File: src/include/led_driver_pkg.sv
package led_driver_pkg;

    localparam int unsigned CLK_HZ          = 125_000_000;
    localparam int unsigned NUM_STRINGS     = 6;
    localparam int unsigned LEVEL_W         = 8;
    localparam int unsigned CNT_W           = 22;
    localparam int unsigned DUTY_W          = 9;
    localparam int unsigned AMP_W           = 8;
    localparam int unsigned DUTY_SHIFT      = 8;
    localparam int unsigned NUM_W           = CNT_W + DUTY_SHIFT;

    // supply lockout comparator levels, for reference by the analog side
    localparam int unsigned LOCKOUT_RISE_MV = 4250;
    localparam int unsigned LOCKOUT_HYST_MV = 20;

    localparam int unsigned SCAN_TIME_US    = 4200;
    localparam int unsigned SCAN_CYCLES     = SCAN_TIME_US * (CLK_HZ / 1_000_000);
    localparam int unsigned FAULT_TIME_NS   = 65_000_000;
    localparam int unsigned FAULT_LOW_NS    = 8_125_000;
    localparam int unsigned FAULT_CYCLES    = (FAULT_TIME_NS / 1000)
                                              * (CLK_HZ / 1_000_000);
    localparam int unsigned LOW_RATIO       = FAULT_TIME_NS / FAULT_LOW_NS;

    localparam int unsigned SW_LOW_KHZ      = 500;
    localparam int unsigned SW_MID_KHZ      = 750;
    localparam int unsigned SW_HIGH_KHZ     = 1000;
    localparam logic [7:0]  OSC_DIV_LOW     = 8'(CLK_HZ / (SW_LOW_KHZ * 1000));
    localparam logic [7:0]  OSC_DIV_MID     = 8'(CLK_HZ / (SW_MID_KHZ * 1000));
    localparam logic [7:0]  OSC_DIV_HIGH    = 8'(CLK_HZ / (SW_HIGH_KHZ * 1000));

    localparam logic [DUTY_W-1:0] DUTY_FULL = 9'h100;
    localparam logic [DUTY_W-1:0] DUTY_KNEE = 9'h020;
    localparam logic [AMP_W-1:0]  AMP_FULL  = 8'hff;
    localparam logic [AMP_W-1:0]  AMP_KNEE  = 8'h20;
    // floor of the pulse window, in 1/256 of the period (about 1 % average)
    localparam logic [4:0]        FLOOR_NUM = 5'h15;
    localparam logic [31:0]       LOCK_NUM  = 32'h0000_0006;
    localparam logic [31:0]       LOCK_DEN  = 32'h0000_000a;

    localparam int unsigned SY_PD      = 0;
    localparam int unsigned SY_UV_RISE = 1;
    localparam int unsigned SY_UV_FALL = 2;
    localparam int unsigned SY_FSEL_LO = 3;
    localparam int unsigned SY_FSEL_HI = 4;
    localparam int unsigned SY_OVS     = 5;
    localparam int unsigned SY_PWM     = 6;
    localparam int unsigned SY_MODE    = 7;
    localparam int unsigned SY_CONV    = 8;
    localparam int unsigned SY_GND     = 9;
    localparam int unsigned SY_HOT     = SY_GND + NUM_STRINGS;
    localparam int unsigned SYNC_W     = SY_HOT + NUM_STRINGS;

    typedef enum logic [3:0] {
        ST_OFF   = 4'b0001,
        ST_SCAN  = 4'b0010,
        ST_RUN   = 4'b0100,
        ST_FAULT = 4'b1000
    } ctrl_state_type;

    function automatic logic [CNT_W-1:0] sat_inc(input logic [CNT_W-1:0] v);
        return (v == {CNT_W{1'b1}}) ? v : v + 1'b1;
    endfunction : sat_inc

endpackage : led_driver_pkg

File: src/include/duty_div_if.sv
`timescale 1ns/10ps
interface duty_div_if;
    import led_driver_pkg::*;
    logic                start;
    logic [CNT_W-1:0]    high_time;
    logic [CNT_W-1:0]    period;
    logic                done;
    logic [DUTY_W-1:0]   duty;

    modport requester (output start, output high_time, output period,
                       input done, input duty);
    modport divider   (input start, input high_time, input period,
                       output done, output duty);
endinterface : duty_div_if

File: src/rtl/duty_divider.sv
`timescale 1ns/10ps
module duty_divider
    import led_driver_pkg::*;
(
    input  wire logic        i_clk,
    input  wire logic        i_rst,
    duty_div_if.divider      div
);
    typedef struct packed {
        logic                busy;
        logic [4:0]          count;
        logic [CNT_W:0]      rem;
        logic [NUM_W-1:0]    num;
        logic [CNT_W-1:0]    den;
        logic [DUTY_W-1:0]   quot;
        logic                done;
    } div_reg_type;

    div_reg_type r;
    div_reg_type next_r;
    logic [CNT_W:0] shifted;

    // shift-subtract, one quotient bit a cycle; high time never exceeds
    // the period, so the quotient fits in the duty width
    always_comb begin
        next_r = r;
        next_r.done = 1'b0;
        shifted = {r.rem[CNT_W-1:0], r.num[NUM_W-1]};
        if (!r.busy) begin
            if (div.start) begin
                next_r.busy  = 1'b1;
                next_r.count = 5'(NUM_W);
                next_r.rem   = '0;
                next_r.num   = {div.high_time, 8'h00};
                next_r.den   = div.period;
                next_r.quot  = '0;
            end
        end else begin
            next_r.num = {r.num[NUM_W-2:0], 1'b0};
            if (shifted >= {1'b0, r.den}) begin
                next_r.rem  = shifted - {1'b0, r.den};
                next_r.quot = {r.quot[DUTY_W-2:0], 1'b1};
            end else begin
                next_r.rem  = shifted;
                next_r.quot = {r.quot[DUTY_W-2:0], 1'b0};
            end
            next_r.count = r.count - 5'h01;
            if (r.count == 5'h01) begin
                next_r.busy = 1'b0;
                next_r.done = 1'b1;
            end
        end
    end

    always_ff @(posedge i_clk) begin
        if (i_rst) begin
            r <= '0;
        end else begin
            r <= next_r;
        end
    end

    assign div.done = r.done;
    assign div.duty = r.quot;
endmodule : duty_divider

File: src/rtl/level_extremes.sv
`timescale 1ns/10ps
module level_extremes
    import led_driver_pkg::*;
(
    input  wire logic [NUM_STRINGS-1:0][LEVEL_W-1:0] i_levels,
    input  wire logic [NUM_STRINGS-1:0]              i_mask,
    input  wire logic                                i_clk,
    input  wire logic                                i_rst,
    output logic      [LEVEL_W-1:0]                  o_highest,
    output logic      [LEVEL_W-1:0]                  o_lowest
);
    typedef struct packed {
        logic [LEVEL_W-1:0] hi;
        logic [LEVEL_W-1:0] lo;
    } ext_reg_type;

    ext_reg_type r;
    ext_reg_type next_r;

    always_comb begin
        next_r.hi = '0;
        next_r.lo = '1;
        for (int i = 0; i < NUM_STRINGS; i++) begin
            if (i_mask[i]) begin
                if (i_levels[i] > next_r.hi) begin
                    next_r.hi = i_levels[i];
                end
                if (i_levels[i] < next_r.lo) begin
                    next_r.lo = i_levels[i];
                end
            end
        end
        // with no string in use the regulation loop sees zero
        if (i_mask == '0) begin
            next_r.lo = '0;
        end
    end

    always_ff @(posedge i_clk) begin
        if (i_rst) begin
            r <= '0;
        end else begin
            r <= next_r;
        end
    end

    assign o_highest = r.hi;
    assign o_lowest  = r.lo;
endmodule : level_extremes

File: src/rtl/led_string_driver_control.sv
// Function
// RULE1: controller stays off until supply rises past lockout, with hysteresis.
// RULE2: at startup, strings whose feedback pin is grounded are disabled.
// RULE3: boost may not switch until the feedback pin scan has finished.
// RULE4: power-down input low turns off regulator, reference, sources, logic.
// RULE5: select input picks 500, 750 or 1000 kHz boost frequency.
// RULE6: overvoltage sense turns boost switch off until it falls back.
// RULE7: each string source switches on or off well inside ten microseconds.
// RULE8: the enabled string set is frozen after power-up.
// RULE9: highest and lowest enabled feedback levels; lowest drives regulation.
// RULE10: highest level over limit longer than timeout sets fault latch.
// RULE11: fault latch leaves the internal regulator running.
// RULE12: direct pulse mode timeout is base time over brightness duty.
// RULE13: analog timeout fixed above knee, shorter constant over duty below.
// RULE14: fault latch clears only by power cycle or power-down toggle.
// RULE15: analog mode scales DC amplitude above knee, pulses below it.
// RULE16: analog loop tracks brightness period and updates in step with it.
// RULE17: direct pulse mode follows brightness input at full-scale amplitude.
// RULE18: mode pin high selects analog dimming, low selects direct pulse.
// RULE19: every pulsed current turn-on is aligned to the brightness input.
// RULE20: string current only during converter on-time, off during off-time.
// RULE21: loop locks only between 0.6 of free-run frequency and free-run.
// RULE22: both modes reach a hundred-to-one average current range.
// RULE23: host keeps brightness high time at least fifty microseconds.
// RULE24: with mode pin low the loop keeps running but dimming ignores it.
// RULE25: duty is measured as high time over period, used everywhere.
// RULE26: fault timer restarts when the highest level drops below limit.
`timescale 1ns/10ps
module led_string_driver_control
    import led_driver_pkg::*;
#(
    parameter int unsigned SCAN_CYCLES_P  = SCAN_CYCLES,
    parameter int unsigned FAULT_CYCLES_P = FAULT_CYCLES
) (
    input  wire logic                                i_clk,
    input  wire logic                                i_rst,
    input  wire logic                                i_power_down_input_n,
    input  wire logic                                i_vcc_above_rise,
    input  wire logic                                i_vcc_above_fall,
    input  wire logic                                i_freq_sel_above_low,
    input  wire logic                                i_freq_sel_above_high,
    input  wire logic                                i_output_overvoltage_sense,
    input  wire logic                                i_brightness_pwm_input,
    input  wire logic                                i_dimming_mode_select,
    input  wire logic                                i_converter_on_time,
    input  wire logic [NUM_STRINGS-1:0]              i_string_feedback_grounded,
    input  wire logic [NUM_STRINGS-1:0]              i_string_feedback_over,
    input  wire logic [NUM_STRINGS-1:0][LEVEL_W-1:0] i_string_feedback_level,
    input  wire logic [CNT_W-1:0]                    i_loop_free_run_period,
    output logic                                     o_regulator_enable,
    output logic                                     o_reference_enable,
    output logic                                     o_controller_enable,
    output logic                                     o_scan_done,
    output logic [NUM_STRINGS-1:0]                   o_string_mask,
    output logic [NUM_STRINGS-1:0]                   o_string_enable,
    output logic [AMP_W-1:0]                         o_current_amplitude,
    output logic                                     o_boost_switch_enable,
    output logic                                     o_boost_clock_tick,
    output logic [LEVEL_W-1:0]                       o_highest_string_level,
    output logic [LEVEL_W-1:0]                       o_lowest_string_level,
    output logic [DUTY_W-1:0]                        o_brightness_duty,
    output logic                                     o_fault_latched,
    output logic                                     o_loop_locked
);
    localparam logic [31:0] SCAN_LAST   = 32'(SCAN_CYCLES_P - 1);
    localparam logic [31:0] FAULT_LIMIT = 32'(64'(FAULT_CYCLES_P)
                                              * 64'(DUTY_FULL));

    typedef struct packed {
        logic [SYNC_W-1:0]       meta;
        logic [SYNC_W-1:0]       sync;
        logic                    pwm_prev;
        logic                    supply_ok;
        ctrl_state_type          state;
        logic                    fault;
        logic [31:0]             scan_cnt;
        logic [31:0]             fault_acc;
        logic [NUM_STRINGS-1:0]  mask;
        logic [7:0]              osc_cnt;
        logic                    osc_tick;
        logic [CNT_W-1:0]        period_cnt;
        logic [CNT_W-1:0]        high_cnt;
        logic [CNT_W-1:0]        pulse_cnt;
        logic [CNT_W-1:0]        period;
        logic [CNT_W-1:0]        cap_high;
        logic [CNT_W+2:0]        on_len;
        logic                    div_start;
        logic [DUTY_W-1:0]       duty;
        logic                    locked;
        logic [AMP_W-1:0]        analog_amp;
        logic [AMP_W-1:0]        amp;
        logic [NUM_STRINGS-1:0]  strings;
        logic                    boost_en;
    } ctrl_reg_type;

    ctrl_reg_type r;
    ctrl_reg_type next_r;

    logic [SYNC_W-1:0]       raw;
    logic                    pd_n;
    logic                    pwm;
    logic                    analog;
    logic                    running;
    logic                    over;
    logic                    pwm_rise;
    logic                    pulse_on;
    logic [7:0]              osc_div;
    logic [11:0]             weight;
    logic [CNT_W+4:0]        floor_prod;
    logic [CNT_W+2:0]        floor_len;
    logic [CNT_W+2:0]        stretch_len;

    duty_div_if div_bus ();

    duty_divider u_div (
        .i_clk (i_clk),
        .i_rst (i_rst),
        .div   (div_bus)
    );

    level_extremes u_ext (
        .i_levels  (i_string_feedback_level),
        .i_mask    (r.mask),
        .i_clk     (i_clk),
        .i_rst     (i_rst),
        .o_highest (o_highest_string_level),
        .o_lowest  (o_lowest_string_level)              // [RULE9]
    );

    assign div_bus.start     = r.div_start;
    assign div_bus.high_time = r.cap_high;
    assign div_bus.period    = r.period;

    assign raw = {i_string_feedback_over, i_string_feedback_grounded,
                  i_converter_on_time, i_dimming_mode_select,
                  i_brightness_pwm_input, i_output_overvoltage_sense,
                  i_freq_sel_above_high, i_freq_sel_above_low,
                  i_vcc_above_fall, i_vcc_above_rise, i_power_down_input_n};

    // everything but the synchronisers and lockout state goes idle
    function automatic ctrl_reg_type idle(input ctrl_reg_type cur);
        ctrl_reg_type v;
        v            = '0;
        v.meta       = cur.meta;
        v.sync       = cur.sync;
        v.pwm_prev   = cur.pwm_prev;
        v.supply_ok  = cur.supply_ok;
        v.state      = ST_OFF;
        v.analog_amp = AMP_FULL;
        v.amp        = AMP_FULL;
        return v;
    endfunction : idle

    always_comb begin
        pd_n     = r.sync[SY_PD];
        pwm      = r.sync[SY_PWM];
        analog   = r.sync[SY_MODE];                      // [RULE18]
        running  = (r.state == ST_RUN);
        over     = |(r.sync[SY_HOT +: NUM_STRINGS] & r.mask);
        pwm_rise = pwm & ~r.pwm_prev;
        pulse_on = (r.duty >= DUTY_KNEE)
                   || ({3'b000, r.pulse_cnt} < r.on_len);   // [RULE15]
        floor_prod  = r.period * FLOOR_NUM;
        floor_len   = {6'b000000, floor_prod[CNT_W+4:8]};
        stretch_len = {r.cap_high, 3'b000};
        if (r.sync[SY_FSEL_HI]) begin                      // [RULE5]
            osc_div = OSC_DIV_HIGH;
        end else if (r.sync[SY_FSEL_LO]) begin
            osc_div = OSC_DIV_MID;
        end else begin
            osc_div = OSC_DIV_LOW;
        end
        if (!analog) begin
            weight = {3'b000, r.duty};                     // [RULE12]
        end else if (r.duty >= DUTY_KNEE) begin
            weight = {3'b000, DUTY_FULL};                  // [RULE13]
        end else begin
            weight = 12'(r.duty * LOW_RATIO);              // [RULE13]
        end

        next_r           = r;
        next_r.meta      = raw;
        next_r.sync      = r.meta;
        next_r.pwm_prev  = pwm;
        next_r.div_start = 1'b0;
        next_r.osc_tick  = 1'b0;

        if (r.sync[SY_UV_RISE]) begin                      // [RULE1]
            next_r.supply_ok = 1'b1;
        end else if (!r.sync[SY_UV_FALL]) begin
            next_r.supply_ok = 1'b0;
        end

        case (r.state)
            ST_OFF: begin
                if (r.supply_ok) begin                     // [RULE1]
                    next_r.state    = ST_SCAN;
                    next_r.scan_cnt = '0;
                end
            end
            ST_SCAN: begin
                next_r.scan_cnt = r.scan_cnt + 32'h0000_0001;
                if (r.scan_cnt >= SCAN_LAST) begin         // [RULE3]
                    next_r.mask  = ~r.sync[SY_GND +: NUM_STRINGS]; // [RULE2]
                    next_r.state = ST_RUN;
                end
            end
            ST_RUN: begin
                // mask is only loaded in the scan state and cleared by idle
                if (r.fault_acc >= FAULT_LIMIT) begin      // [RULE10] [RULE8]
                    next_r.fault = 1'b1;
                    next_r.state = ST_FAULT;
                end
            end
            ST_FAULT: begin
                next_r.state = ST_FAULT;                   // [RULE14]
            end
            default: begin
                next_r.state = ST_OFF;
            end
        endcase

        // duty-weighted accumulation stretches the base time by 1/duty in direct pulse mode
        if (running && over) begin                         // [RULE10]
            next_r.fault_acc = r.fault_acc + {20'h00000, weight};
        end else begin
            next_r.fault_acc = '0;                         // [RULE26]
        end

        if (r.osc_cnt >= osc_div - 8'h01) begin
            next_r.osc_cnt  = '0;
            next_r.osc_tick = running;                     // [RULE3]
        end else begin
            next_r.osc_cnt = r.osc_cnt + 8'h01;
        end

        // period and high time, in the same counters for both modes
        if (pwm_rise) begin                                // [RULE25]
            next_r.period     = r.period_cnt;
            next_r.cap_high   = r.high_cnt;
            next_r.period_cnt = {{(CNT_W-1){1'b0}}, 1'b1};
            next_r.high_cnt   = {{(CNT_W-1){1'b0}}, 1'b1};
            next_r.pulse_cnt  = '0;                        // [RULE19]
            next_r.div_start  = (r.period_cnt != {CNT_W{1'b1}});
            next_r.locked = ({10'h000, r.period_cnt}
                             >= {10'h000, i_loop_free_run_period})
                && ({10'h000, r.period_cnt} * LOCK_NUM
                    <= {10'h000, i_loop_free_run_period} * LOCK_DEN); // [RULE21]
        end else begin
            next_r.period_cnt = sat_inc(r.period_cnt);
            next_r.pulse_cnt  = sat_inc(r.pulse_cnt);
            if (pwm) begin
                next_r.high_cnt = sat_inc(r.high_cnt);
            end
        end
        // input stuck at one level: no period left to measure
        if (r.period_cnt == {CNT_W{1'b1}}) begin
            next_r.duty   = pwm ? DUTY_FULL : '0;
            next_r.locked = 1'b0;
        end

        // the loop runs in both modes; only analog mode dims with its result
        if (div_bus.done) begin                            // [RULE24]
            next_r.duty = div_bus.duty;                    // [RULE25]
            if (analog && r.locked) begin                  // [RULE16]
                if (div_bus.duty >= DUTY_KNEE) begin       // [RULE15]
                    next_r.analog_amp = (div_bus.duty[DUTY_W-1])
                                        ? AMP_FULL
                                        : div_bus.duty[AMP_W-1:0];
                end else begin
                    next_r.analog_amp = AMP_KNEE;
                end
                // below the knee the window never shrinks past the floor
                next_r.on_len = (stretch_len > floor_len)
                                ? stretch_len : floor_len; // [RULE22]
            end
        end

        next_r.amp = analog ? r.analog_amp : AMP_FULL;     // [RULE17]
        if (running && r.sync[SY_CONV]) begin              // [RULE20]
            if (analog) begin
                next_r.strings = r.mask & {NUM_STRINGS{pulse_on}};
            end else begin
                next_r.strings = r.mask & {NUM_STRINGS{pwm}}; // [RULE17]
            end
        end else begin
            next_r.strings = '0;                           // [RULE7]
        end
        next_r.boost_en = running && !r.sync[SY_OVS]
                          && (analog || pwm);              // [RULE6] [RULE17]

        // power-down or lockout idles all control logic and the latch
        if (!pd_n || !r.supply_ok) begin                   // [RULE4] [RULE14]
            next_r = idle(next_r);
        end
    end

    always_ff @(posedge i_clk) begin
        if (i_rst) begin
            r <= idle('0);
        end else begin
            r <= next_r;
        end
    end

    // the regulator follows only the power-down pin, never the fault
    assign o_regulator_enable    = pd_n;                   // [RULE11] [RULE4]
    assign o_reference_enable    = pd_n;                   // [RULE4]
    assign o_controller_enable   = running;
    assign o_scan_done           = running || (r.state == ST_FAULT);
    assign o_string_mask         = r.mask;
    assign o_string_enable       = r.strings;
    assign o_current_amplitude   = r.amp;
    assign o_boost_switch_enable = r.boost_en;
    assign o_boost_clock_tick    = r.osc_tick;
    assign o_brightness_duty     = r.duty;
    assign o_fault_latched       = r.fault;
    assign o_loop_locked         = r.locked;
endmodule : led_string_driver_control

File: config.mk
export PLATFORM = sky130hd
export DESIGN_NAME = led_string_driver_control
export DESIGN_NICKNAME = d
export VERILOG_FILES = /design/src/include/led_driver_pkg.sv /design/src/include/duty_div_if.sv /design/src/rtl/duty_divider.sv /design/src/rtl/level_extremes.sv /design/src/rtl/led_string_driver_control.sv
export SDC_FILE = /design/constraint.sdc
export NUM_CORES = 1
export LEC_CHECK = 0
export ABC_AREA = 0
export BUFFER_PORTS_ARGS = -buffer_cell sky130_fd_sc_hd__clkbuf_2
export CAP_MARGIN = 25
export CORE_MARGIN = 3
export CORE_UTILIZATION = 60
export CTS_BUF_LIST = sky130_fd_sc_hd__clkbuf_4 sky130_fd_sc_hd__clkbuf_8 sky130_fd_sc_hd__clkbuf_16
export DETAILED_ROUTE_END_ITERATION = 8
export GPL_ROUTABILITY_DRIVEN = 0
export PLACE_DENSITY = 0.79
export SLEW_MARGIN = 10
export SYNTH_ARGS = -nofsm -noshare
export SYNTH_HDL_FRONTEND = slang
export SYNTH_HIERARCHICAL = 1
export SYNTH_SLANG_ARGS = --single-unit
File: constraint.sdc
create_clock -name i_clk -period 15.35 [get_ports i_clk]
set_input_delay 3.07 -clock i_clk [delete_from_list [all_inputs] [get_ports i_clk]]
set_output_delay 3.07 -clock i_clk [all_outputs]
set_load 0.005 [all_outputs]
**Word level (Yosys, flattened, before mapping)**

Index checks and enable logic that the tools add are counted.

- Flip-flop bits (word level): 402
- Latch bits: 0
- RAM bits: 0
- Bits in read-only memories: 0
- Input bits: 93
- Output and inout bits: 53
- Logic and storage cells: 184
- Memories kept: 0

- Add/subtract/negate cells: 9
- Multipliers: 3
- Div/mod/pow operators: 0
- Magnitude comparators: 22
- Equal/unequal tests: 14
- Shift operators: 0
- Multiplexer cells: 50
- Bitwise logic cells: 13
- Reductions and logical operators: 38

Operators by type and width:

| cell | number |
|---|---|
| 8-bit two-way mux | 15 |
| 16-bit two-way mux | 6 |
| 90-bit two-way mux | 1 |
| 22-bit by 1-bit adder with 22-bit output, second input constant | 3 |
| 22-bit == test, second input constant | 3 |
| 22-bit two-way mux | 3 |
| 32-bit one-hot mux with 2 select lines | 1 |
| 59-bit two-way mux | 1 |
| 45-bit two-way mux | 1 |
| 8-bit greater-than comparator | 5 |
| 8-bit < comparator | 5 |
| 32-bit by 1-bit adder with 32-bit output, second input constant | 1 |
| 32-bit by 12-bit adder with 32-bit output | 1 |
| 32-bit by 20-bit >= comparator with 1-bit output, second input constant | 1 |
| 32-bit by 31-bit >= comparator with 1-bit output, second input constant | 1 |
| 32-bit two-way mux | 1 |
| 22-bit by 5-bit multiplier with 27-bit output, second input constant | 1 |
| 9-bit two-way mux | 3 |
| 25-bit by 26-bit <= comparator with 1-bit output | 1 |
| 25-bit by 19-bit greater-than comparator with 1-bit output | 1 |
| 22-bit by 25-bit < comparator with 1-bit output | 1 |
| 22-bit by 3-bit multiplier with 25-bit output, second input constant | 1 |
| 25-bit two-way mux | 1 |
| 22-bit by 2-bit multiplier with 24-bit output, second input constant | 1 |
| 41 further kinds | 90 |

**Longest topological paths before layout**

Gate-level depths: netlist (run 1).

- Word-level depth: 18
- Depth in mapped cells: 54
- Mapped depth without buffers: 49

**Modules after synthesis**

The synthesis (run 1) kept the hierarchy.

Modules (own cells, without submodules):

| module | times used | cells an instance | area each (µm²) | sequential area each (µm²) |
|---|---|---|---|---|
| led_string_driver_control | 1 | 2199 | 18337.6 | 5945.7 |
| duty_divider | 1 | 567 | 4470.5 | 1641.6 |
| level_extremes | 1 | 508 | 3827.4 | 320.3 |

**Least setup slack after synthesis (run 1)**

Ideal clock, no wire load.

- Kind: in2reg
- From: input port i_string_feedback_level[1] (netlist bit)
- To: register u_ext.r (netlist bit u_ext/o_lowest[4])
- Setup time: 0.074 ns
- Arrival: 12.333 ns
- Data required time: 15.276 ns
- Slack: 2.943 ns
- Stages on the path: 45
- Path buffers: 4
- Cells stage by stage: nor2b_1 ha_1 o21a_1 o21a_1 o21a_1 o21a_1 o2111ai_1 nand2_1 o21ai_0 ha_1 and3_1 a2111oi_0 clkbuf_1 nand2_1 o211ai_1 inv_1 ha_1 a21o_1 [9 not listed] a21o_1 a21oi_1 nor2_1 a2111oi_0 and2_1 clkbuf_1 nand2_1 and2_1 ha_1 nand4_1 a21oi_1 a21oi_1 and2_1 a32oi_1 a21boi_1 clkbuf_1 o21ai_0 a31oi_1

- Word-level cells in the longest chain between the ends: 18

Ends and longest elaborated chain:

| element | line | source |
|---|---|---|
| from (decl) | led_string_driver_control.sv:48 | `input wire logic [NUM_STRINGS-1:0][LEVEL_W-1:0] i_string_feedback_level,` |
| 8-bit < comparator | level_extremes.sv:28 | `if (i_levels[i] < next_r.lo) begin` |
| 8-bit two-way mux (*) | level_extremes.sv:28 |  |
| 16-bit two-way mux (*) | level_extremes.sv:24 | `if (i_mask[i]) begin` |
| 8-bit < comparator | level_extremes.sv:28 |  |
| 8-bit two-way mux | level_extremes.sv:28 |  |
| 16-bit two-way mux (*) | level_extremes.sv:24 |  |
| 8-bit < comparator | level_extremes.sv:28 |  |
| 8-bit two-way mux | level_extremes.sv:28 |  |
| [2 not listed] | -- |  |
| 8-bit two-way mux | level_extremes.sv:28 |  |
| 16-bit two-way mux (*) | level_extremes.sv:24 |  |
| 8-bit < comparator | level_extremes.sv:28 |  |
| 8-bit two-way mux | level_extremes.sv:28 |  |
| 16-bit two-way mux (*) | level_extremes.sv:24 |  |
| 8-bit < comparator | level_extremes.sv:28 |  |
| 8-bit two-way mux | level_extremes.sv:28 |  |
| 16-bit two-way mux (*) | level_extremes.sv:24 |  |
| to (signal assigned) | level_extremes.sv:43 | `r <= next_r;` |
| to (decl) | level_extremes.sv:17 | `ext_reg_type r;` |

Every way passes the cells marked *; elsewhere a longest branch is shown, timed or not.
A chain may end at the register's enable or synchronous reset.

**Final worst setup path (run 1)**

- From: input port i_string_feedback_level[9] (netlist bit)
- To: register u_ext.r (netlist bit u_ext/o_lowest[5])

- Word-level cells in the longest chain between the ends: 15

Ends and longest elaborated chain:

| element | line |
|---|---|
| 8-bit < comparator | level_extremes.sv:28 |
| 8-bit two-way mux (*) | level_extremes.sv:28 |
| 16-bit two-way mux (*) | level_extremes.sv:24 |
| 8-bit < comparator | level_extremes.sv:28 |
| 8-bit two-way mux | level_extremes.sv:28 |
| 16-bit two-way mux (*) | level_extremes.sv:24 |
| 8-bit < comparator | level_extremes.sv:28 |
| 8-bit two-way mux | level_extremes.sv:28 |
| 16-bit two-way mux (*) | level_extremes.sv:24 |
| 8-bit < comparator | level_extremes.sv:28 |
| 8-bit two-way mux | level_extremes.sv:28 |
| 16-bit two-way mux (*) | level_extremes.sv:24 |
| 8-bit < comparator | level_extremes.sv:28 |
| 8-bit two-way mux | level_extremes.sv:28 |
| 16-bit two-way mux (*) | level_extremes.sv:24 |

Marks and branches as above.

==> metrics.txt, run 1 <==
area share of the largest cell type after synthesis=between 20% and 30%; Slew Viols, Final=0; worst-case clock buffer depth=3; Yosys top cell by area=dfxtp_1; count of cell types in the netlist=between 90 and 100; total power=2.27 mW; Compound-Gate Fraction of Synth Area=between 10% and 20%; Top delay family on crit path=compound AO/OA/AOI/OAI gates; vias in the first global route=approximately 23000; Max VDD drop=between 0.07 and 0.08 mV; Initial Utilization=between 60% and 70%; Simple-Gate Fraction of Synth Area=approximately a fifth; clock tree root buffer cell=clkbuf_16; worst-skew pair later-pin latency=0.59 ns; Post-Syn Area per Cell=slightly above 8 um2; cell depth of the worst setup path=41; dpl hpwl=approximately 50000 um; I/O pin cnt=146; RSZ-0062 raised after global routing=no; post-synthesis sequential area ratio=~30%; # placed instances=3866; Comb power frac=between 6 and 7%; die area=around 47000 um2; top_reg_cell synth=dfxtp_1; Critical-path top delay cell=a21boi_1; sequential power share=roughly 45%; final std cells w/o fill=approximately 4000; Critical Path Fanout Max=15; Post-Synth XOR/XNOR Area=roughly 5%; period utilization=between 80% and 90%; port bufs=about 150; Slew headroom=around a third; ys async rst share=0%; crit-path max cell delay=between 0.8 and 0.9 ns; minimum clock period=between 10 and 15 ns; internal power=1.74 mW; largest family of logic cells by synthesized area=simple AND/OR/NAND/NOR gates; top cells by area, synth=dfxtp_1 30%, ha_1 15%, a21oi_1 5.5%, nand2_1 4.6%, nor2_1 4.2%; Worst R2R Start=o_string_mask[0]$_SDFFE_PP0P_; FF-to-FF setup slack=between 3 and 4 ns; Pleak=~12 nW; gr usage total=approximately 28%; DR vias=24000; core box area=~43000 um2; Worst-path clk slew=approximately 0.060 ns; met3 Use GR=under 10%; status=complete, no violations; adder-cell share of the synthesized area=17.0%; clock power share=roughly half; final setup fails=0; DR WL/cell=17.1 um; CTS H-tree depth=2; Synth-to-Final Area Change=9.13%; Hold Crit Start=r[264]$_SDFF_PP0_; CTS hold repair buffers=0; startpoint types=input port; NetSw=approximately 0.54 mW; FF-to-FF path depth=slightly above 40; vias per cell=6.06; met2 GRT Util=a little under 50%; total CTS buffers=44; first-pass GRT wire length=approximately 110000 um; initial DRC count=between 2000 and 2500; RR Endpoint=u_ext/o_lowest[5]$_SDFF_PP0_; Post-synth EDFFs=0; initial antenna violation count=1; final setup TNS=0 ns; met1 GRT Util=35.5%; drt pass-1 iters=6; proportion of layout cells with a drive suffix above 1=10.5%; slew of the pin with the lowest slew margin=0.982 ns; Rows=76; Finished Cell Area=between 20000 and 30000 um2; Final nets=about 3800; area of the mapped netlist=26600 um2; endpoint type of the worst setup path=flop; die height=approximately 220 um; final hold viol count=0; proportion of synthesized area in mux cells=around 2.6%; Setup Skew=0.0256 ns; switching portion of total power=between 20% and 30%; antenna viol nets, final=0; Yosys warnings=6; busiest grt layer=met2; CP arrival=roughly 14 ns; largest net degree at the start of global routing=93; die span in x=217 um; Post-CTS Setup Bufs=0; Total Wirelength=67500 um; CTS tree=yes; DRC Markers=0; Buf/Inv on CP=2; hold depth=1; gr ovfl total=0; Clock Sinks=a little under 400; Mapped Cells=around 3300; Worst Hold Class=reg -> reg; CP required=15.86 ns; most used cell, CP=a21oi_1; CTS resizes=0; ant diodes=0; Yosys reg bits=395; placed cell area=27500 um2; maxcap violations=0; FMAX=around 0.074 GHz; class of the most critical setup path=in -> reg; PwrDens=78.2 nW/um2; hold endpoint=o_string_mask[0]$_SDFFE_PP0P_
-- final cells by class --
class / count / area (um2)
clock inverters: 23 / 241
repair buffers: 165 / 911
inverters: 230 / 863
well taps: 585 / 732
flip-flops and latches: 395 / 7910
multi-input cells: 2495 / 17100
clock buffers: 58 / 1290
fillers: 3643 / 14400
-- cells in the final DEF (no fill, tap or decap), drive strengths merged, types with 14 or more instances in the layout --
| cell type | n |
|---|---|
| dfxtp | 395 |
| nand2 | 331 |
| ha | 329 |
| nor2 | 298 |
| a21oi | 297 |
| inv | 232 |
| clkbuf | 203 |
| o21ai | 166 |
| nor2b | 91 |
| nand3 | 87 |
| xnor2 | 77 |
| xor2 | 74 |
| a21o | 63 |
| and3 | 52 |
| a211oi | 48 |
| mux2i | 44 |
| nand4 | 41 |
| nor3 | 41 |
| or2 | 34 |
| o21a | 32 |
| a31oi | 32 |
| o211ai | 28 |
| and2 | 28 |
| nand2b | 26 |
| or3 | 26 |
| mux2 | 22 |
| fa | 20 |
| nor3b | 20 |
| buf | 20 |
| o31ai | 14 |
-- Yosys cell counts, drive strengths merged (5+ instances only) --
cell / count
o21a: 32
nand3b: 13
nor2: 298
ha: 329
nor3b: 20
a21oi: 297
nor2b: 91
o211ai: 28
or2: 34
dfxtp: 395
a311oi: 8
a32oi: 10
mux2: 22
o31a: 8
or4: 6
or3: 26
and2: 28
o21ai: 166
nand2b: 26
o221ai: 5
a2111oi: 9
xnor2: 77
nand2: 331
and4: 11
xor2: 74
nor4: 9
o21bai: 13
a21boi: 10
nor3: 41
clkbuf: 97
a41o: 5
nand4: 41
nand3: 87
mux2i: 44
o31ai: 14
a22oi: 7
buf: 60
a211o: 13
and3: 52
inv: 230
a31oi: 32
a211oi: 48
fa: 20
a21o: 63
-- state kept, by name (all words and copies together) (netlist names), 6 cells and up --
name,count
div_bus.period,22
u_ext/o_lowest,8
o_current_amplitude,8
r,216
o_string_mask,6
div_bus.high_time,22
o_brightness_duty,9
u_ext/o_highest,8
u_div/r,72
o_string_enable,6
u_div/div.duty,9
-- worst reg2reg max path: cells and delay by family, from the launching register on --
kind                       cells  cell delay (ns)
AOI/OAI and AO/OA             25             7.18
adders and majority gates      5             1.50
buffers and inverters          1             0.08
DFF                            1             0.76
and+or+nand+nor               10             2.10
-- metrics by stage --
| stage | setup WS (ns) | hold WS [ns] | util (%) |
|---|---|---|---|
| after global routing | 1.07 | 0.422 | 66.9 |
| after detailed placement | 1.66 | 0.401 | 63.3 |
| after global placement | 2.27 | 0.392 | 63.2 |
| after CTS | 2.26 | 0.410 | 66.8 |
| after floorplan | 2.94 | 0.376 | - |
| final | 1.92 | 0.407 | 66.9 |
-- cells by family (layout without fill, tap and decap cells) --
kind of cell / after synthesis / count (layout)
compound gates: 799 / 799
simple gates: 1126 / 1126
buf+inv: 387 / 476
mux: 66 / 66
other cells: 1 / 4
xor+xnor: 151 / 151
flops: 395 / 395
fa+ha+maj: 349 / 349
-- worst max-delay path by stage --
stage,startpoint,to
final,i_string_feedback_level[9],u_ext/o_lowest[5]$_SDFF_PP0_
after floorplan,i_string_feedback_level[1],u_ext/o_lowest[4]$_SDFF_PP0_
after global routing,i_string_feedback_level[1],u_ext/o_lowest[7]$_SDFF_PP0_
after global placement,i_string_feedback_level[1],u_ext/o_lowest[0]$_SDFF_PP0_
after detailed placement,i_string_feedback_level[1],u_ext/o_lowest[3]$_SDFF_PP0_
after CTS,i_string_feedback_level[1],u_ext/o_lowest[0]$_SDFF_PP0_
-- per-layer routing --
metal | wire, um | vias to the layer above
li1 | - | 11600
met1 | 29300 | 11400
met3 | 4620 | 169
met4 | 1830 | 2
met5 | 13 | -
met2 | 31700 | 872
-- power groups by stage --
| stage | Sequential [mW] | Clock [mW] | Combinational, mW |
|---|---|---|---|
| after floorplan | 1.05 | 0 | 0.0956 |
| after global placement | 1.06 | 0 | 0.136 |
| after detailed placement | 1.06 | 0 | 0.143 |
| after CTS | 1.03 | 1.11 | 0.145 |
| after global routing | 1.03 | 1.15 | 0.165 |
| final | 1.03 | 1.09 | 0.147 |
Note: power is estimated with default switching activity, not from simulation.
==> inputs of run 2 (changes only) <==
- REMOVE_ABC_BUFFERS: unset -> 1
==> run 2 against run 1 <==
Clock power about the same. Via count fell by 2.0%. Total power decreased by 1.4%. First-iteration DRC count fell by 17%. Fmax is 0.49% lower. Utilization is 0.11 points lower. Worst setup slack lost 0.066 ns. Cell area decreased by 0.17%. Final cell count hardly changed. Non-clock buffer count increased by 1. Highest routed layer unchanged.
==> metrics.txt, run 2 (synthesis results as in run 1) <==
class of the most critical setup path=in -> reg; Max VDD drop=0.0784 mV (+0.20%); maxcap violations=0 (unchanged); switching portion of total power=23.4% (-0.16 points); clock tree root buffer cell=clkbuf_16; crit-path max cell delay=0.83 ns (+0.02 ns); drt pass-1 iters=6 (unchanged); slew of the pin with the lowest slew margin=1.01 ns (+0.0242 ns); die height=217 um (unchanged); initial DRC count=1759 (-17%); DR WL/cell=16.5 um (-3.1%); register area=7910 um2 (unchanged); Pleak=12.3 nW (about the same); largest net degree at the start of global routing=81 (-13%); Worst Hold Class=reg -> reg; CTS hold repair buffers=0 (unchanged); Comb power frac=6.5% (about the same); clock power share=47.4% (-0.7 points); commonest cells after routing, fill and taps aside=394 x dfxtp_1, 329 x ha_1, 328 x nand2_1; port bufs=145 (unchanged); worst-case clock buffer depth=3 (unchanged); status=complete, no violations; worst-skew pair later-pin latency=0.58 ns (about the same); minimum clock period=13.50 ns (+0.0656 ns); proportion of layout cells with a drive suffix above 1=10.4% (-0.11 points); die area=47000 um2 (unchanged); vias per cell=5.95 (-1.9%); final hold slack=0.401 ns (-0.00665 ns); CP arrival=13.99 ns (+0.05 ns); gr ovfl total=0 (unchanged); endpoint type of the worst setup path=flop; Initial Utilization=61.3% (unchanged); Post-CTS Setup Bufs=0 (unchanged); PwrDens=77.3 nW/um2 (-1.2%); Setup Skew=0.0243 ns (-0.00136 ns); total CTS buffers=43 (-2.3%); DRC Markers=0 (unchanged); DR vias=23500 (-2.0%); antenna viol nets, final=0 (unchanged); final hold viol count=0 (unchanged); Critical-path top delay cell=a2111oi_2; FMAX=0.0741 GHz (-0.49%); multi-input logic area=17100 um2 (about the same); Critical Path Fanout Max=15 (unchanged); max reg flops=216 (unchanged); CTS H-tree depth=2 (unchanged); die span in x=217 um (unchanged); Rows=76 (unchanged); Final nets=3773 (unchanged); most used cell, CP=a21oi_1; vias in the first global route=23100 (-0.66%); core box area=43500 um2 (unchanged); leading cell type in the layout, fill and taps excluded=dfxtp_1; I/O pin cnt=146 (unchanged); Clock Sinks=395 (unchanged); Worst-path clk slew=0.06 ns (about the same); Total Wirelength=65300 um (-3.1%); top flop regs=r x216, u_div/r x72; final std cells w/o fill=3949 (-0.051%); sequential power share=46.0% (+0.6 points); Slew Viols, Final=0 (unchanged); gr usage total=27.3% (-0.71 points); NetSw=0.525 mW (-2.0%); CP required=15.84 ns (-0.02 ns); dpl hpwl=48700 um (-2.1%); Layout Utilization=66.8% (-0.11 points); final setup fails=0 (unchanged); CTS resizes=0 (unchanged); Top reg by flops=r; RSZ-0062 raised after global routing=no; initial antenna violation count=2 (+1); total power=2.24 mW (-1.4%); # placed instances=3866 (unchanged); Synth-to-Final Area Change=8.95%; CTS tree=yes; Slew headroom=32.9% (-1.5 points); final setup TNS=0 ns (unchanged); first-pass GRT wire length=109000 um (-1.7%); Fillers=3550 (-2.6%); period utilization=87.9% (+0.43 points); startpoint types=input port; internal power=1.72 mW (-1.2%)
[run 2: through the flow]
| step | instance area (um2) | setup slack, ns |
|---|---|---|
| global placement | 27500 | 2.26 |
| floorplan | 25900 | 2.39 |
| global route | 29000 | 0.749 |
| finish | 29000 | 1.85 |
| detailed placement | 27500 | 1.46 |
| CTS | 29000 | 2.06 |
[run 2: layout make-up]
class                           instances  share of cell area, %
Inverter                              230                   2.98
Multi-Input combinational cell       2495                   59.0
Clock buffer                           61                   4.35
Antenna cell                            1                0.00862
Timing Repair Buffer                  166                   3.18
Tap cell                              585                   2.52
Sequential cell                       395                   27.3
Clock inverter                         16                  0.729
[run 2: path summary, 6_finish.rpt]
check,depth (start not counted),startpoint,endpoint,slack (ns)
worst max-delay path,42,i_string_feedback_level[1],u_ext/o_lowest[1]$_SDFF_PP0_,1.85
worst min-delay path,1,r[260]$_SDFF_PP0_,o_boost_switch_enable$_SDFF_PP0_,0.40
worst min register to register,1,r[260]$_SDFF_PP0_,o_boost_switch_enable$_SDFF_PP0_,0.40
worst max register to register,41,o_string_mask[0]$_SDFFE_PP0P_,u_ext/o_lowest[1]$_SDFF_PP0_,3.98
[run 2: routing by layer]
layer	share of wire [%]	routed length (um)	GRT usage [%]
met1	44	28700	34.2
met2	48	31400	47.7
met5	0.020	13	0
met3	5.1	3330	3.66
met4	3.0	1970	10.4
[run 2: critical path: cells and delay by family]
family          cells  cell delay [ns]
buf+inv             2             0.19
fa+ha+maj           5             1.50
simple gates       10             1.86
compound gates     25             7.33
[run 2: power by group through the flow]
stage	registers (mW)	logic, mW	clock network, mW
global route	1.03	0.165	1.12
global placement	1.06	0.136	0
CTS	1.03	0.145	1.08
detailed placement	1.06	0.144	0
finish	1.03	0.147	1.06
floorplan	1.05	0.0903	0
==> inputs of run 3 (changes only) <==
- ABC_AREA: 0 -> 1
- PLACE_DENSITY: 0.79 -> 0.78
==> run 3 against run 2 <==
Total power grew 1.5%. Worst setup slack gained 3.6 ns. Utilization shrank 0.54 points. Critical path depth shrank 7. Register-to-register slack better by 2.9 ns. Fmax up 37%. Clock skew is 0.0026 ns higher. Critical endpoint is now u_ext/o_lowest[4]$_SDFF_PP0_. Highest routed layer unchanged.
==> metrics.txt, run 3 <==
most common cell in the synthesized netlist=nand2_1; Pleak=15.1 nW (+22%); DR vias=26800 (+14%); Top reg by flops=r; RSZ-0062 raised after global routing=no; Critical Path Fanout Max=16 (+1); top_reg_cell synth=dfxtp_1; Post-synth EDFFs=0 (unchanged); Setup Skew=0.0269 ns (+0.00262 ns); gr ovfl total=0 (unchanged); area of the mapped netlist=28500 um2 (+6.9%); initial antenna violation count=5 (+3); maxcap violations=0 (unchanged); I/O pin cnt=146 (unchanged); Yosys reg bits=395 (unchanged); CTS resizes=0 (unchanged); CTS hold repair buffers=0 (unchanged); top cells by area, synth=dfxtp_1 28%, ha_1 14%, nand2_1 12%, inv_1 8.7%, a21oi_1 6.3%; final setup fails=0 (unchanged); Post-CTS Setup Bufs=0 (unchanged); port bufs=145 (unchanged); class of the most critical setup path=in -> reg; Rows=79 (+3.9%); Final nets=4661 (+24%); DRC Markers=0 (unchanged); Slew headroom=37.3% (+4.4 points); FMAX=0.101 GHz (+37%); leading cell type in the layout, fill and taps excluded=nand2_1; Mapped Cells=4143 (+27%); die span in x=224 um (+3.3%); PwrDens=73.5 nW/um2 (-4.9%); initial DRC count=2166 (+23%); commonest cells after routing, fill and taps aside=904 x nand2_1, 660 x inv_1, 395 x dfxtp_1; largest net degree at the start of global routing=71 (-12%); gr usage total=28.4% (+1.1 points); core box area=46800 um2 (+7.6%); slew of the pin with the lowest slew margin=0.933 ns (-0.0734 ns); CP arrival=10.35 ns (-3.64 ns); dpl hpwl=55000 um (+13%); die area=50100 um2 (+6.7%); CTS H-tree depth=2 (unchanged); period utilization=64.3% (-24 points); count of cell types in the netlist=68 (-30%); max reg flops=216 (unchanged); top flop regs=r x216, u_div/r x72; worst-case clock buffer depth=3 (unchanged); status=complete, no violations; CTS tree=yes; most used cell, CP=a21oi_1; proportion of layout cells with a drive suffix above 1=8.84% (-1.6 points); ys async rst share=0% (unchanged); area share of the largest cell type after synthesis=27.8% (-1.9 points); vias in the first global route=24600 (+6.6%); Initial Utilization=60.9% (-0.40 points); Post-Syn Area per Cell=6.87 um2 (-16%); worst-skew pair later-pin latency=0.59 ns (about the same); Critical-path top delay cell=o211a_1; final hold slack=0.398 ns (-0.00234 ns); Worst-path clk slew=0.06 ns (about the same); drt pass-1 iters=8 (+2); Yosys warnings=6 (unchanged); post-synthesis sequential area ratio=27.8% (-1.9 points); Total Wirelength=72200 um (+10%); Synth-to-Final Area Change=8.77%; startpoint types=input port; antenna viol nets, final=0 (unchanged); final hold viol count=0 (unchanged); minimum clock period=9.86 ns (-3.64 ns); first-pass GRT wire length=120000 um (+9.8%); Clock Sinks=395 (unchanged); total CTS buffers=42 (-2.3%); total power=2.28 mW (+1.5%); Max VDD drop=0.101 mV (+28%); Worst Hold Class=reg -> reg; clock tree root buffer cell=clkbuf_16; crit-path max cell delay=0.60 ns (-0.23 ns); die height=224 um (+3.3%); CP required=15.84 ns (about the same); final setup TNS=0 ns (unchanged); most frequent cells after synthesis=904 x nand2_1, 661 x inv_1, 395 x dfxtp_1, 358 x a21oi_1, 329 x ha_1; Slew Viols, Final=0 (unchanged); vias per cell=5.51 (-7.4%); endpoint type of the worst setup path=flop; DR WL/cell=14.8 um (-10%); Yosys top cell by area=dfxtp_1; Layout Utilization=66.2% (-0.54 points)
-- run 3: cell types whose count changed in the layout (fill, tap and decap cells not counted), moves of 38 or more --
cell	before	now
a21o_1	63	13
mux2i_1	43	0
o21ai_0	156	223
nand3_1	86	236
nor2b_1	90	0
and3_1	52	4
xnor2_1	76	38
nand2_1	328	904
inv_1	230	660
a21oi_1	294	358
-- run 3: final timing paths --
kind | startpoint | cells after the start | to | slack, ns
max | i_string_feedback_level[5] | 35 | u_ext/o_lowest[4]$_SDFF_PP0_ | 5.49
min | r[260]$_SDFF_PP0_ | 1 | o_boost_switch_enable$_SDFF_PP0_ | 0.40
min reg2reg | r[260]$_SDFF_PP0_ | 1 | o_boost_switch_enable$_SDFF_PP0_ | 0.40
max reg2reg | o_string_mask[0]$_SDFFE_PP0P_ | 35 | u_ext/o_lowest[4]$_SDFF_PP0_ | 6.92
-- run 3: cell type report --
type / instances / area (um2)
Multi-Input combinational cell: 2937 / 17300
Fill cell: 4158 / 15800
Sequential cell: 395 / 7910
Inverter: 678 / 2540
Clock buffer: 51 / 1160
Timing Repair Buffer: 165 / 945
Tap cell: 607 / 759
Clock inverter: 26 / 333
Antenna cell: 1 / 2.50
-- run 3: per-layer routing --
layer | vias up | wire [um] | global-route usage, %
met4 | 2 | 1520 | 7.43
met5 | - | 13 | 0
met3 | 108 | 4920 | 4.81
li1 | 13700 | - | -
met2 | 811 | 31300 | 45.2
met1 | 12200 | 34400 | 40.2
-- run 3: worst max-delay path, delay by kind of cell --
kind / cells / cell delay, ns
buffers and inverters: 4 / 0.48
AOI/OAI and AO/OA: 14 / 3.67
and+or+nand+nor: 12 / 1.64
adders and majority gates: 5 / 1.49
-- run 3: stage by stage --
| step | instance area (um2) | cells | setup slack, ns |
|---|---|---|---|
| after floorplan | 27700 | 4010 | 5.57 |
| after global placement | 29400 | 4775 | 5.01 |
| after detailed placement | 29400 | 4777 | 4.82 |
| after CTS | 30900 | 4854 | 5.39 |
| after global routing | 31000 | 4859 | 4.80 |
| final | 31000 | 4860 | 5.49 |
-- run 3: cell families (layout without fill, tap and decap cells) --
kind of cell	Yosys count	count (layout)	share of synthesized area, %
flops	395	395	27.8
fa+ha+maj	349	349	15.9
compound gates	753	753	14.9
other cells	1	5	0.0132
buf+inv	814	920	11.6
simple gates	1745	1745	27.2
xor+xnor	86	86	2.65
-- run 3: where the power goes --
part	switching (mW)	leakage, nW	total (mW)	internal, mW
Clock	0.454	0.732	1.08	0.630
Sequential	0.00271	3.19	1.03	1.03
Combinational	0.100	11.2	0.160	0.0594
Total	0.557	15.1	2.28	1.72
